[src/shared/chgc5_consts.vh]
// register offsets, field positions and reset values of the charger
// control five, reserved and temperature control registers
`ifndef CHGC5_CONSTS_VH
`define CHGC5_CONSTS_VH

`define CHGC5_ADDR_CTRL5      8'h14
`define CHGC5_ADDR_RSVD       8'h15
`define CHGC5_ADDR_TEMP       8'h16

`define CHGC5_CTRL5_RST       8'h16
`define CHGC5_RSVD_VAL        8'h00
`define CHGC5_TEMP_RST        8'hc0

// charger control five fields
`define CHGC5_FITTED_BIT      7
`define CHGC5_CUR_OUT_BIT     5
`define CHGC5_OTG_LIM_HI      4
`define CHGC5_OTG_LIM_LO      3
`define CHGC5_INT_LIM_BIT     2
`define CHGC5_PIN_LIM_BIT     1
`define CHGC5_OCP_BIT         0

// watchdog-resettable bits and writable bits of charger control five
`define CHGC5_CTRL5_WD_MASK   8'h3d
`define CHGC5_CTRL5_WR_MASK   8'hbf

// temperature control fields
`define CHGC5_THERMAL_REG_THRESHOLD_HI         7
`define CHGC5_THERMAL_REG_THRESHOLD_LO         6
`define CHGC5_THERMAL_SHUTDOWN_THRESHOLD_HI        5
`define CHGC5_THERMAL_SHUTDOWN_THRESHOLD_LO        4
`define CHGC5_BUS_PD_BIT      3
`define CHGC5_SRC1_PD_BIT     2
`define CHGC5_SRC2_PD_BIT     1
`define CHGC5_TEMP_WD_MASK    8'hf0
`define CHGC5_TEMP_WR_MASK    8'hfe

// ship driver control: two bits, and force-off bit
`define CHGC5_DRV_OFF         2'h0

`endif

[src/hw/chgc5_regs.v]
// charger control five, reserved and temperature control registers
// assumes an external i2c target decodes transactions into single-cycle
// read and write strobes with an 8-bit register address, all on core_clk_i
// rst_n_i stands for power-on reset and is sampled on the clock
// a register reset command restores every field to its default, a watchdog expiry only some
// reads see the value left after this cycle's reset, watchdog and write
//
// Contract
// - while fitted bit is 0, ocp enable, force-off, driver ctrl stay zero
// - fitted bit 1 makes the three ship-switch fields writable and active
// - current monitor pin driven only while its enable is 1; default 0
// - otg discharge limit codes 3A,4A,5A,disable; default 2, watchdog reset
// - internal input limit applied while enable is 1; default 1
// - pin input limit applied while enable 1; default 1, not by watchdog
// - discharge over-current protection on while enable is 1; default 0
// - register 0x15 is reserved, read-only, reads zero
// - thermal regulation code selects 60..120 C; default 3
// - thermal shutdown code selects 150,130,120,85 C; default 0
// - bus pull-down connected while enable 1; register reset only
// - source one pull-down connected while enable 1; register reset only
// - source two pull-down connected while enable 1; register reset only
// - temperature register resets to 0xc0, bit 0 reads zero
// - control five at 0x14 resets to 0x16, bit 6 reads zero
`timescale 1ns/10ps
`include "chgc5_consts.vh"

module chgc5_regs (
   // clock and reset
   input  wire       core_clk_i,
   input  wire       rst_n_i,
   // register access from the i2c target
   input  wire       wr_en_i,
   input  wire       rd_en_i,
   input  wire [7:0] addr_i,
   input  wire [7:0] wdata_i,
   output reg  [7:0] rdata_o,
   output reg        rvalid_o,
   // reset events
   input  wire       wdog_expire_i,
   input  wire       reg_reset_i,
   // ship switch controls
   input  wire       force_off_wr_i,
   input  wire       force_off_i,
   input  wire [1:0] drv_ctrl_wr_i,
   output reg        ship_switch_fitted_o,
   output reg        ship_switch_force_off_o,
   output reg  [1:0] ship_driver_ctrl_o,
   // charger settings
   output reg        batt_current_out_en_o,
   output reg  [1:0] otg_discharge_limit_o,
   output reg        internal_input_limit_en_o,
   output reg        pin_input_limit_en_o,
   output reg        batt_discharge_ocp_en_o,
   output reg  [1:0] thermal_reg_threshold_o,
   output reg  [1:0] thermal_shutdown_threshold_o,
   output reg        bus_pulldown_en_o,
   output reg        source1_pulldown_en_o,
   output reg        source2_pulldown_en_o
);

   // reset words, taken apart by field so each default is written once
   localparam [7:0] CTRL5_RST = `CHGC5_CTRL5_RST;
   localparam [7:0] TEMP_RST  = `CHGC5_TEMP_RST;

   reg  [7:0] ctrl5_d;
   reg  [7:0] temp_d;
   reg        force_off_d;
   reg  [1:0] drv_d;
   reg  [7:0] rdata_d;

   // take masked bits from new value, keep the rest from old
   function [7:0] chgc5_merge;
      input [7:0] old_v;
      input [7:0] new_v;
      input [7:0] mask;
      begin
         chgc5_merge = (old_v & ~mask) | (new_v & mask);
      end
   endfunction

   // one offset decode shared by both write strobes
   function chgc5_hit;
      input [7:0] addr;
      input [7:0] offset;
      begin
         chgc5_hit = (addr == offset);
      end
   endfunction

   // write strobes, one per writable register
   wire       wr_ctrl5 = wr_en_i && chgc5_hit(addr_i, `CHGC5_ADDR_CTRL5);
   wire       wr_temp  = wr_en_i && chgc5_hit(addr_i, `CHGC5_ADDR_TEMP);

   wire [7:0] ctrl5_q = {ship_switch_fitted_o, 1'b0,
                         batt_current_out_en_o, otg_discharge_limit_o,
                         internal_input_limit_en_o, pin_input_limit_en_o,
                         batt_discharge_ocp_en_o};
   wire [7:0] temp_q  = {thermal_reg_threshold_o,
                         thermal_shutdown_threshold_o, bus_pulldown_en_o,
                         source1_pulldown_en_o, source2_pulldown_en_o,
                         1'b0};

   // watchdog restores only its own fields; a write in the same cycle is
   // applied after it so software intent survives the expiry
   always @* begin
      ctrl5_d = ctrl5_q;
      temp_d  = temp_q;
      if (reg_reset_i) begin
         ctrl5_d = CTRL5_RST;
         temp_d  = TEMP_RST;
      end else begin
         if (wdog_expire_i) begin
            ctrl5_d = chgc5_merge(ctrl5_d, CTRL5_RST,
                                  `CHGC5_CTRL5_WD_MASK);
            temp_d  = chgc5_merge(temp_d, TEMP_RST,
                                  `CHGC5_TEMP_WD_MASK);
         end
         if (wr_ctrl5)
            ctrl5_d = chgc5_merge(ctrl5_d, wdata_i,
                                  `CHGC5_CTRL5_WR_MASK);
         if (wr_temp)
            temp_d = chgc5_merge(temp_d, wdata_i,
                                 `CHGC5_TEMP_WR_MASK);
      end
      // the fitted value of this very write decides the lock, so a host
      // can never see the over-current enable set while unfitted
      if (!ctrl5_d[`CHGC5_FITTED_BIT])
         ctrl5_d[`CHGC5_OCP_BIT] = 1'b0;
   end

   // force-off and driver control live in another register; they pass
   // through here only so the fitted bit can hold them at zero
   always @* begin
      force_off_d = ship_switch_force_off_o;
      drv_d       = ship_driver_ctrl_o;
      if (reg_reset_i) begin
         force_off_d = 1'b0;
         drv_d       = `CHGC5_DRV_OFF;
      end else begin
         if (force_off_wr_i)
            force_off_d = force_off_i;
         drv_d = drv_ctrl_wr_i;
      end
      if (!ctrl5_d[`CHGC5_FITTED_BIT]) begin
         force_off_d = 1'b0;
         drv_d       = `CHGC5_DRV_OFF;
      end
   end

   // reserved register and unmapped offsets read zero; the mux looks at
   // the next values so a read beside a write returns what was written
   always @* begin
      case (addr_i)
         `CHGC5_ADDR_CTRL5: rdata_d = ctrl5_d;
         `CHGC5_ADDR_TEMP:  rdata_d = temp_d;
         `CHGC5_ADDR_RSVD:  rdata_d = `CHGC5_RSVD_VAL;
         default:           rdata_d = `CHGC5_RSVD_VAL;
      endcase
   end

   // charger control five fields; the readback word is rebuilt from these
   // flops, so no shadow copy can drift from what the pins show
   always @(posedge core_clk_i) begin
      if (!rst_n_i) begin
         ship_switch_fitted_o      <= CTRL5_RST[`CHGC5_FITTED_BIT];
         batt_current_out_en_o     <= CTRL5_RST[`CHGC5_CUR_OUT_BIT];
         otg_discharge_limit_o     <=
            CTRL5_RST[`CHGC5_OTG_LIM_HI:`CHGC5_OTG_LIM_LO];
         internal_input_limit_en_o <= CTRL5_RST[`CHGC5_INT_LIM_BIT];
         pin_input_limit_en_o      <= CTRL5_RST[`CHGC5_PIN_LIM_BIT];
         batt_discharge_ocp_en_o   <= CTRL5_RST[`CHGC5_OCP_BIT];
      end else begin
         ship_switch_fitted_o      <= ctrl5_d[`CHGC5_FITTED_BIT];
         batt_current_out_en_o     <= ctrl5_d[`CHGC5_CUR_OUT_BIT];
         otg_discharge_limit_o     <=
            ctrl5_d[`CHGC5_OTG_LIM_HI:`CHGC5_OTG_LIM_LO];
         internal_input_limit_en_o <= ctrl5_d[`CHGC5_INT_LIM_BIT];
         pin_input_limit_en_o      <= ctrl5_d[`CHGC5_PIN_LIM_BIT];
         batt_discharge_ocp_en_o   <= ctrl5_d[`CHGC5_OCP_BIT];
      end
   end

   // temperature control fields; the pull-down enables ride out a watchdog
   // and only a register reset or power-on clears them
   always @(posedge core_clk_i) begin
      if (!rst_n_i) begin
         thermal_reg_threshold_o      <=
            TEMP_RST[`CHGC5_THERMAL_REG_THRESHOLD_HI:`CHGC5_THERMAL_REG_THRESHOLD_LO];
         thermal_shutdown_threshold_o <=
            TEMP_RST[`CHGC5_THERMAL_SHUTDOWN_THRESHOLD_HI:`CHGC5_THERMAL_SHUTDOWN_THRESHOLD_LO];
         bus_pulldown_en_o            <= TEMP_RST[`CHGC5_BUS_PD_BIT];
         source1_pulldown_en_o        <= TEMP_RST[`CHGC5_SRC1_PD_BIT];
         source2_pulldown_en_o        <= TEMP_RST[`CHGC5_SRC2_PD_BIT];
      end else begin
         thermal_reg_threshold_o   <=
            temp_d[`CHGC5_THERMAL_REG_THRESHOLD_HI:`CHGC5_THERMAL_REG_THRESHOLD_LO];
         thermal_shutdown_threshold_o <=
            temp_d[`CHGC5_THERMAL_SHUTDOWN_THRESHOLD_HI:`CHGC5_THERMAL_SHUTDOWN_THRESHOLD_LO];
         bus_pulldown_en_o         <= temp_d[`CHGC5_BUS_PD_BIT];
         source1_pulldown_en_o     <= temp_d[`CHGC5_SRC1_PD_BIT];
         source2_pulldown_en_o     <= temp_d[`CHGC5_SRC2_PD_BIT];
      end
   end

   // ship controls and the read port
   always @(posedge core_clk_i) begin
      if (!rst_n_i) begin
         ship_switch_force_off_o <= 1'b0;
         ship_driver_ctrl_o      <= `CHGC5_DRV_OFF;
         rdata_o                 <= `CHGC5_RSVD_VAL;
         rvalid_o                <= 1'b0;
      end else begin
         ship_switch_force_off_o <= force_off_d;
         ship_driver_ctrl_o      <= drv_d;
         rdata_o                 <= rd_en_i ? rdata_d : rdata_o;
         rvalid_o                <= rd_en_i;
      end
   end

endmodule // chgc5_regs

[config.mk]
export PLATFORM = sky130hd
export DESIGN_NAME = chgc5_regs
export DESIGN_NICKNAME = d
export VERILOG_FILES = /design/src/hw/chgc5_regs.v
export VERILOG_INCLUDE_DIRS = /design/src /design/src/shared
export SDC_FILE = /design/constraint.sdc
export NUM_CORES = 1
export LEC_CHECK = 0
export CORE_ASPECT_RATIO = 0.7
export CORE_MARGIN = 1
export CORE_UTILIZATION = 60
export CTS_CLUSTER_SIZE = 14
export DETAILED_ROUTE_END_ITERATION = 10
export DONT_BUFFER_PORTS = 1
export PLACE_DENSITY_LB_ADDON = 0.08
export SYNTH_ARGS = -nofsm -noshare
export SYNTH_HDL_FRONTEND = slang
export SYNTH_SLANG_ARGS = --single-unit
[constraint.sdc]
create_clock -name core_clk_i -period 2.4 [get_ports core_clk_i]
set_input_delay 0.36 -clock core_clk_i [delete_from_list [all_inputs] [get_ports core_clk_i]]
set_output_delay 0.36 -clock core_clk_i [all_outputs]
set_load 0.05 [all_outputs]
==> metrics.txt, run 1 <==
Ys Warns 0; fin crit share 70.13%; Final Skew approximately 0.0033 ns; largest net degree at the start of global routing 16; worst-margin pin slew between 0.5 and 0.6 ns; critical path class input pin to flop; Area growth syn-to-layout 4.352%; commonest non-fill, non-tap cell in the layout dfxtp_1; Starting Density 64.96%; DR vias/cell 6.573; register area share after synthesis 42.11%; Sink Count 26; Final Net Count 162; Post-Syn Area 0.001236 sq mm; Post-synth EDFFs 0; synth unique cells 38; RSZ-0062 raised after global routing no; Post-CTS Repair Setup Buffers 0; Setup WS pre-CTS 0.3576 ns; Critical Path Sink Type flop; Die Height 39.98 microns; Power Total 0.7803 mW; Worst EP arrival 1.91 ns; FILL cells roughly 160; row count 13; total congestion overflow 0; FF+latch count, synth 26; Ports 52; Mapped Avg Cell Area 9.090 sq um; htree depth 1; drt drc 0; Vias 1032; first-pass GRT wire length 3.960 mm; Detailed Route WL 2.723 mm; most frequent cells in the layout 26 x dfxtp_1, 15 x nor2_1, 12 x nand2_1; class of the worst hold path input pin to flop; placed wire-length estimate 1.932 mm; Power per Cell Area 604.9 mW/mm^2; final hold violation count 0; top cells by area, synth dfxtp_1 42%, mux2i_1 7.3%, nor2_1 4.6%; Die W 56.25 microns; IO buf count 0; minimum clock period ~1.7 ns; Post-CTS Resized 0; Syn Nets 162; initial antenna violation count 0; Leak 0.4461 nW; DRT Pass-1 Iters 4; CTS tree yes; Gate Count Post-Synth 136; Most used DFF post-synth dfxtp_1; top-area cell type share of the netlist area a little over two fifths; Die Footprint 0.002249 sq mm; final worst slack slightly above 0.7 ns; Rel. slew slack between 60% and 70%; CP Data Required Time 2.62 ns; total CTS buffers 3; clock slew at reported path FFs 0.14 ns; CTS Buffer Depth 2; Slew Limit Fails 0; peak supply drop 0.0005681 V; hold_buf cts 0; final RePlAce weighted congestion 0.8042; Fin Hold WS ~0.11 ns; Startpoint Class input pin; CP max FO 8; FMAX ~0.59 GHz; largest area contributor in the netlist dfxtp_1; diodes inserted 0; gr usage total 24.78%; ys async rst share 0%; max-cap viol count 0; 1st-iter DRT viols 46; Root Buffer clkbuf_4; core area 0.001903 sq mm; fraction of layout cells with a size suffix above 1 11.11%; clock latency reported for the late side of the worst-skew pair roughly 0.33 ns; Routed Antenna Nets 0; Final setup violation count 0; per-cell routed wire length 17.34 microns; vias in the first global route 849; status complete, no violations; setup tns final 0 ns
==> metrics by stage <==
step           cells  instance area (sq um)  utilization (%)
2_1_floorplan    136                   1236                -
3_3_place_gp     153                   1237            65.02
3_5_place_dp     153                   1237            65.02
4_1_cts          157                   1290            67.78
5_1_grt          157                   1290            67.78
6_report         157                   1290            67.78
==> worst max-delay path, stage by stage <==
cell and delay [ns]:
or4b_4 0.58, or4_4 0.58, mux2i_2 0.29, nor3_1 0.09
==> cell type report <==
| cell class | instances | area, sq um | area share (%) |
|---|---|---|---|
| sequential | 26 | 520.5 | 40.35 |
| multi-input combinational | 99 | 659.4 | 51.12 |
| clock inverter | 1 | 30.03 | 2.328 |
| inverter | 4 | 15.01 | 1.164 |
| timing repair buffer | 2 | 15.01 | 1.164 |
| clock buffer | 3 | 22.52 | 1.746 |
| tap | 22 | 27.53 | 2.134 |
==> registers in the layout, indices dropped and copies added (netlist names), 2 cells and up <==
name	cells
rdata_o	8
otg_discharge_limit_o	2
ship_driver_ctrl_o	2
thermal_reg_threshold_o	2
thermal_shutdown_threshold_o	2
==> kinds of logic after synthesis <==
logic type / Yosys count / synth area share, %
multiplexers: 10 / 8.401
AND/OR/NAND/NOR: 57 / 27.63
buffers and inverters: 11 / 4.554
AO/OA/AOI/OAI: 32 / 17.31
flip-flops: 26 / 42.11
==> per-layer routing <==
metal / share of wire, % / GRT usage, % / vias to the layer above
met1: 45 / 30.16 / 475
met2: 42 / 38.10 / 61
met5: 0 / 0 / -
met3: 12 / 11.29 / 4
met4: 0.99 / 12.80 / 0
li1: - / - / 492
==> cells in the mapped netlist, types with 2 or more instances <==
cell type and instances:
a21oi_1 9, inv_1 4, clkbuf_1 4, nand2_1 12
o21ai_0 9, a22o_1 2, nor4_4 2, nor2_1 15
nor3_1 5, nor2b_1 3, buf_6 2, nand2b_1 2
mux2i_1 9, nand3b_1 3, nand3_1 2, a32o_1 4
nor3b_1 2, dfxtp_1 26, o21ba_2 2
==> where the power goes <==
group / leakage (nW) / switching, mW / internal, mW / total [mW]
Combinational: 0.208 / 0.0218 / 0.0165 / 0.0384
Sequential: 0.210 / 0.00442 / 0.433 / 0.437
Clock: 0.0279 / 0.135 / 0.169 / 0.305
Total: 0.446 / 0.162 / 0.619 / 0.780
==> worst paths after layout <==
path	start	end	slack [ns]	cells after the start
worst max register to register	thermal_reg_threshold_o[0]	rdata_o[6]	1.00	4
worst min register to register	ship_switch_fitted_o	batt_discharge_ocp_en_o	0.73	3
worst max-delay path	addr_i[7]	ship_switch_force_off_o	0.72	4
worst min-delay path	rd_en_i	rdata_o[0]	0.11	1
No activity file was read; power rests on OpenSTA's default activity.
==> run 2, diff against run 1 <==
--- a/config.mk
+++ b/config.mk
@@ -6,9 +6,10 @@
 export SDC_FILE = /design/constraint.sdc
 export NUM_CORES = 1
 export LEC_CHECK = 0
+export ABC_AREA = 1
 export CORE_ASPECT_RATIO = 0.7
 export CORE_MARGIN = 1
-export CORE_UTILIZATION = 60
+export CORE_UTILIZATION = 54
 export CTS_CLUSTER_SIZE = 14
 export DETAILED_ROUTE_END_ITERATION = 10
 export DONT_BUFFER_PORTS = 1
==> constraint.sdc (replaced) <==
create_clock -name core_clk_i -period 1.46 [get_ports core_clk_i]
set_input_delay 0.219 -clock core_clk_i [delete_from_list [all_inputs] [get_ports core_clk_i]]
set_output_delay 0.219 -clock core_clk_i [all_outputs]
set_load 0.05 [all_outputs]
==> metrics.txt, run 2 <==
worst-margin pin slew approximately 0.53 ns; Rel. slew slack 64.38%; top-area cell type share of the netlist area 42.67%; ys async rst share 0%; Final Net Count 220; Die W 58.81 microns; Gate Count Post-Synth 166; post-layout util 74.97%; synth unique cells 25; Most used DFF post-synth dfxtp_1; gr usage total 24.54%; CTS Buffer Depth 2; Critical R2R Capture rdata_o[7]; DRT Pass-1 Iters 4; cell total after placement 213; RSZ-0062 raised after global routing no; Startpoint Class flop; Reg2Reg Launch Point thermal_reg_threshold_o[1]; hold path depth 2; Worst EP arrival 1.01 ns; crit path to rdata_o[6]; Sink Count 26; Starting Density approximately three fifths; post-route insts no fill around 220; Root Buffer clkbuf_4; Die Height 41.77 microns; peak supply drop 0.0007391 V; placed wire-length estimate 2.148 mm; register area share after synthesis 42.67%; setup tns final 0 ns; Critical Path Sink Type primary output; Area growth syn-to-layout 21.95%; Post-Syn Area 0.001220 sq mm; total congestion overflow 0; first-pass GRT wire length 4.574 mm; Ports 52; diodes inserted 0; CP Data Required Time about 1.2 ns; core area around 0.0020 sq mm; initial antenna violation count 0; fraction of layout cells with a size suffix above 1 23.32%; Die Footprint 0.002456 sq mm; Final Skew around 0.0012 ns; Vias between 1000 and 1500; final RePlAce weighted congestion 0.8326; most common cell in the netlist nand2_1; largest net degree at the start of global routing 17; per-cell routed wire length 13.08 microns; minimum clock period around 1.2 ns; FILL cells 170; fin crit share between 80 and 90%; critical path class flop to primary output; number of flip-flops in the largest register 8; Slew Limit Fails 0; row count 13; status complete, no violations; Top reg by flops rdata_o; Post-CTS Resized 0; largest area contributor in the netlist dfxtp_1; top cells by area, synth dfxtp_1 43%, nand2_1 14%, inv_1 7.1%; post-route cell area 0.001488 sq mm; critical path depth 0; Power Total 1.166 mW; cell count of the worst reg-to-reg path 7; max-cap viol count 0; slack of the worst reg-to-reg path approximately 0.36 ns; class of the worst hold path input pin to flop; CTS tree yes; IO buf count 0; Critical Path Source rdata_o[6]; FF+latch count, synth 26; DR vias/cell 5.305; Leak 0.7297 nW; final hold violation count 0; Mapped Avg Cell Area roughly 7.3 sq um; CP max FO 2; most frequent cells after synthesis 47 x nand2_1, 26 x dfxtp_1, 23 x inv_1; total CTS buffers 3; Final setup violation count 0; 1st-iter DRT viols slightly below 100; Cell Area, Placed 0.001391 sq mm; Power per Cell Area 784.1 mW/mm^2; clock latency reported for the late side of the worst-skew pair 0.32 ns; Routed Antenna Nets 0; FMAX 0.8142 GHz; commonest non-fill, non-tap cell in the layout nand2_1; drt drc 0; Ys Warns 0; Syn Nets about 190; htree depth 1; Detailed Route WL between 2 and 3 mm; most frequent cells in the layout 47 x nand2_1, 26 x dfxtp_1, 23 x inv_1, 19 x buf_4, 13 x nor2_1; vias in the first global route 1026; Post-synth EDFFs 0; clock slew at reported path FFs 0.14 ns
## run 2: stage by stage
| step | hold slack [ns] | setup WS, ns |
|---|---|---|
| global placement | 0.2919 | 0.2430 |
| floorplan | 0.2983 | 0.2421 |
| CTS | 0.0004047 | 0.2312 |
| finish | 0.01966 | 0.2318 |
| detailed placement | 0.2989 | 0.2276 |
| global route | 0.008317 | 0.1875 |
## run 2: power breakdown
group / internal [mW] / switching (mW)
clock: 0.153 / 0.214
combinational: 0.0285 / 0.0520
sequential: 0.713 / 0.00660
## run 2: layout make-up
type / count / area [sq um] / area share (%)
clock buffers: 4 / 36.28 / 2.439
multi-input cells: 112 / 588.1 / 39.53
well taps: 30 / 37.54 / 2.523
flip-flops and latches: 26 / 520.5 / 34.99
repair buffers: 25 / 202.7 / 13.62
inverters: 26 / 102.6 / 6.897
## run 2: logic make-up after synthesis
| logic type | after synthesis | share of synthesized area, % |
|---|---|---|
| AND/OR/NAND/NOR | 101 | 42.46 |
| multiplexers | 1 | 0.8205 |
| buffers and inverters | 28 | 9.128 |
| AO/OA/AOI/OAI | 10 | 4.922 |
| flip-flops | 26 | 42.67 |
## run 2: how the worst min path moves through the flow
stage                start                         end  slack [ns]
2_1_floorplan  reg_reset_i    otg_discharge_limit_o[0]        0.30
3_3_place_gp       rst_n_i  thermal_reg_threshold_o[0]        0.29
3_5_place_dp       rst_n_i  thermal_reg_threshold_o[0]        0.30
4_1_cts        reg_reset_i  thermal_reg_threshold_o[0]      0.0004
5_1_grt         wdata_i[0]     batt_discharge_ocp_en_o       0.008
6_report        wdata_i[4]    otg_discharge_limit_o[1]        0.02
## run 2: what timing repair did
action / CTS / global route
setup buffers: 0 / 0
endpoints found under the hold margin: 8 / 2
hold buffers: 4 / 2
## run 2: metal layers
metal | vias up | GRT usage, % | wire (microns) | share of wire, %
met5 | - | 0 | 0 | 0
met4 | 0 | 4.286 | 15 | 0.51
met3 | 4 | 7.788 | 303 | 10
met2 | 62 | 37.27 | 1371 | 47
met1 | 538 | 34.37 | 1226 | 42
li1 | 579 | - | - | -
==> run 3, diff against run 2 <==
==> constraint.sdc (replaced) <==
create_clock -name core_clk_i -period 1 [get_ports core_clk_i]
set_input_delay 0.15 -clock core_clk_i [delete_from_list [all_inputs] [get_ports core_clk_i]]
set_output_delay 0.15 -clock core_clk_i [all_outputs]
set_load 0.05 [all_outputs]
==> metrics.txt, run 3 <==
Die W approximately 60 microns; cell total after placement 225; status stopped before the end; final RePlAce weighted congestion between 0.8 and 0.9; most frequent cells after synthesis 47 x nand2_1, 26 x dfxtp_1, 23 x inv_1; FF+latch count, synth 26; Root Buffer clkbuf_4; Most used DFF post-synth dfxtp_1; Post-Syn Area 0.001220 sq mm; initial antenna violation count 0; Last stage global routing (5_1_grt); Die Height 41.77 microns; Syn Nets roughly 190; Ports 52; Ys Warns 0; Error [ERROR DPL-0033] detailed placement checks failed during check placement.; Starting Density 61.48%; IO buf count 0; top cells by area, synth dfxtp_1 43%, nand2_1 14%, inv_1 7.1%; htree depth 1; row count 13; Worst Endpoint after GRT Repair rdata_o[7]$_SDFFE_PN0P_/D; ys async rst share 0%; largest area contributor in the netlist dfxtp_1; Sink Count 26; worst_ep kind register input; Mapped Avg Cell Area 7.349 sq um; synth unique cells 25; top-area cell type share of the netlist area 42.67%; most common cell in the netlist nand2_1; Gate Count Post-Synth between 150 and 200; CTS Buffer Depth 2; largest net degree at the start of global routing 17; register area share after synthesis 42.67%; total CTS buffers 3; placed wire-length estimate 2.491 mm; Post-synth EDFFs 0
## run 3: per-stage QoR
stage	hold slack (ns)	setup TNS [ns]	cell area, sq um	setup WS [ns]	util (%)
after detailed placement	0.2281	-1.342	1535	-0.2329	77.36
after CTS	0.01001	-0.04481	1858	-0.01835	93.63
after floorplan	0.2218	-0.03916	1261	-0.03316	-
after global placement	0.2224	-0.5666	1535	-0.08137	77.36
## run 3: what timing repair did
item / CTS
setup endpoints to repair: 28
hold endpoints to repair: 15
hold buffers: 13
gates resized for setup: 45
buffers inserted: 1
## run 3: cells by family after synthesis
| group | count (synthesis) | synth area share, % |
|---|---|---|
| buffers and inverters | 28 | 9.128 |
| multiplexers | 1 | 0.8205 |
| AND/OR/NAND/NOR | 101 | 42.46 |
| flip-flops | 26 | 42.67 |
| AO/OA/AOI/OAI | 10 | 4.922 |
==> run 4, diff against run 3 <==
--- a/config.mk
+++ b/config.mk
@@ -7,13 +7,11 @@
 export NUM_CORES = 1
 export LEC_CHECK = 0
 export ABC_AREA = 1
-export CORE_ASPECT_RATIO = 0.7
-export CORE_MARGIN = 1
-export CORE_UTILIZATION = 54
-export CTS_CLUSTER_SIZE = 14
+export CORE_AREA = 2 2 63 65
 export DETAILED_ROUTE_END_ITERATION = 10
+export DIE_AREA = 0 0 65 67
 export DONT_BUFFER_PORTS = 1
-export PLACE_DENSITY_LB_ADDON = 0.08
+export PLACE_DENSITY_LB_ADDON = 0.15
 export SYNTH_ARGS = -nofsm -noshare
 export SYNTH_HDL_FRONTEND = slang
 export SYNTH_SLANG_ARGS = --single-unit
==> constraint.sdc (replaced) <==
create_clock -name core_clk_i -period 1.3 [get_ports core_clk_i]
set_input_delay 0.195 -clock core_clk_i [delete_from_list [all_inputs] [get_ports core_clk_i]]
set_output_delay 0.195 -clock core_clk_i [all_outputs]
set_load 0.05 [all_outputs]
==> metrics.txt, run 4 (same netlist as run 2, synthesis figures left out) <==
gr usage total 15.73%; Startpoint Class flop; fin crit share 84.81%; initial antenna violation count 0; Routed Antenna Nets 0; Clk network pwr share between 40% and 50%; Area growth syn-to-layout 29.13%; 1st-iter DRT viols 32; Rel. slew slack 67.24%; Comb power frac 5.6%; minimum clock period between 1 and 1.5 ns; max-cap viol count 0; Fin Hold WS 0.01259 ns; post-route insts no fill 246; final RePlAce weighted congestion 0.7847; Top reg by flops rdata_o; Detailed Route WL 3.102 mm; status complete, no violations; FILL cells around 380; Post-CTS Repair Setup Buffers 0; diodes inserted 0; Post-CTS Resized 0; FMAX 0.9070 GHz; vias in the first global route 1162; Final Skew 0.0009647 ns; Die Footprint 0.004355 sq mm; Leak 0.7739 nW; first-pass GRT wire length between 5 and 6 mm; Final Net Count between 200 and 250; switch share a little over a fifth; Slew Limit Fails 0; class of the worst hold path input pin to flop; Starting Density 33.83%; CTS tree yes; IO buf count 0; Worst EP arrival 0.91 ns; most frequent cells in the layout 47 x nand2_1, 27 x buf_4, 26 x dfxtp_1, 23 x inv_1, 13 x nor2_1; core area roughly 0.0036 sq mm; drt drc 0; number of flip-flops in the largest register 8; setup tns final 0 ns; peak supply drop 0.0005442 V; cell total after placement 239; Critical Path Sink Type primary output; Sink Count 26; Die Height 67 microns; Final setup violation count 0; DR vias/cell 4.707; Root Buffer clkbuf_8; total CTS buffers 3; Die W 65 microns; largest net degree at the start of global routing 16; commonest non-fill, non-tap cell in the layout nand2_1; total congestion overflow 0; CP max FO 1; clock slew at reported path FFs approximately 0.09 ns; Power per Cell Area 997.0 mW/mm^2; placed wire-length estimate 2.431 mm; Ports 52; RSZ-0062 raised after global routing no; Vias roughly 1200; CP Data Required Time around 1.1 ns; CTS Buffer Depth 2; htree depth 1; final hold violation count 0; clock latency reported for the late side of the worst-skew pair 0.27 ns; critical path class flop to primary output; DRT Pass-1 Iters 4; per-cell routed wire length 12.61 microns; row count 22; worst-margin pin slew 0.4907 ns; P_int 1.243 mW; Sequential Power Share 51.4%; fraction of layout cells with a size suffix above 1 26.77%; Sw Pwr 0.3273 mW
## run 4: final timing paths
kind / endpoint / from / cells after the start / slack, ns
worst max-delay path: ship_driver_ctrl_o[0] / ship_driver_ctrl_o[0] / 0 / 0.20
worst min register to register: rdata_o[6] / rdata_o[6] / 2 / 0.47
worst max register to register: rdata_o[7] / thermal_reg_threshold_o[1] / 7 / 0.23
worst min-delay path: internal_input_limit_en_o / rst_n_i / 1 / 0.01
## run 4: layout make-up
class | instances | area, sq um | area share [%]
clock buffers | 3 | 41.29 | 2.621
flip-flops and latches | 26 | 520.5 | 33.04
inverters | 26 | 102.6 | 6.513
multi-input cells | 112 | 588.1 | 37.33
clock inverters | 1 | 30.03 | 1.906
well taps | 48 | 60.06 | 3.813
repair buffers | 30 | 232.7 | 14.77
## run 4: repair_timing
action	4_1_cts	5_1_grt
setup endpoints to repair	0	0
hold buffers	2	1
endpoints found under the hold margin	2	1
## run 4: power by group through the flow
stage	registers [mW]	logic, mW	clock network, mW
global route	0.808	0.0969	0.727
finish	0.807	0.0873	0.676
global placement	0.826	0.0786	0
floorplan	0.832	0.0560	0
detailed placement	0.826	0.0798	0
CTS	0.807	0.0857	0.689
## run 4: stage by stage
stage / setup slack [ns] / area [sq um] / util (%) / power [mW]
floorplan: 0.08211 / 1220 / - / 0.8883
global placement: 0.1163 / 1474 / 40.87 / 0.9042
detailed placement: 0.09704 / 1474 / 40.87 / 0.9053
CTS: 0.1835 / 1565 / 43.41 / 1.581
global route: 0.1317 / 1575 / 43.68 / 1.631
finish: 0.1975 / 1575 / 43.68 / 1.571
## run 4: routing by layer
layer | track usage [%] | vias to the layer above | wire length [microns]
li1 | - | 593 | -
met1 | 19.49 | 525 | 1413
met2 | 26.68 | 38 | 1411
met3 | 3.885 | 2 | 254
met4 | 5.053 | 0 | 23
met5 | 0 | - | 0
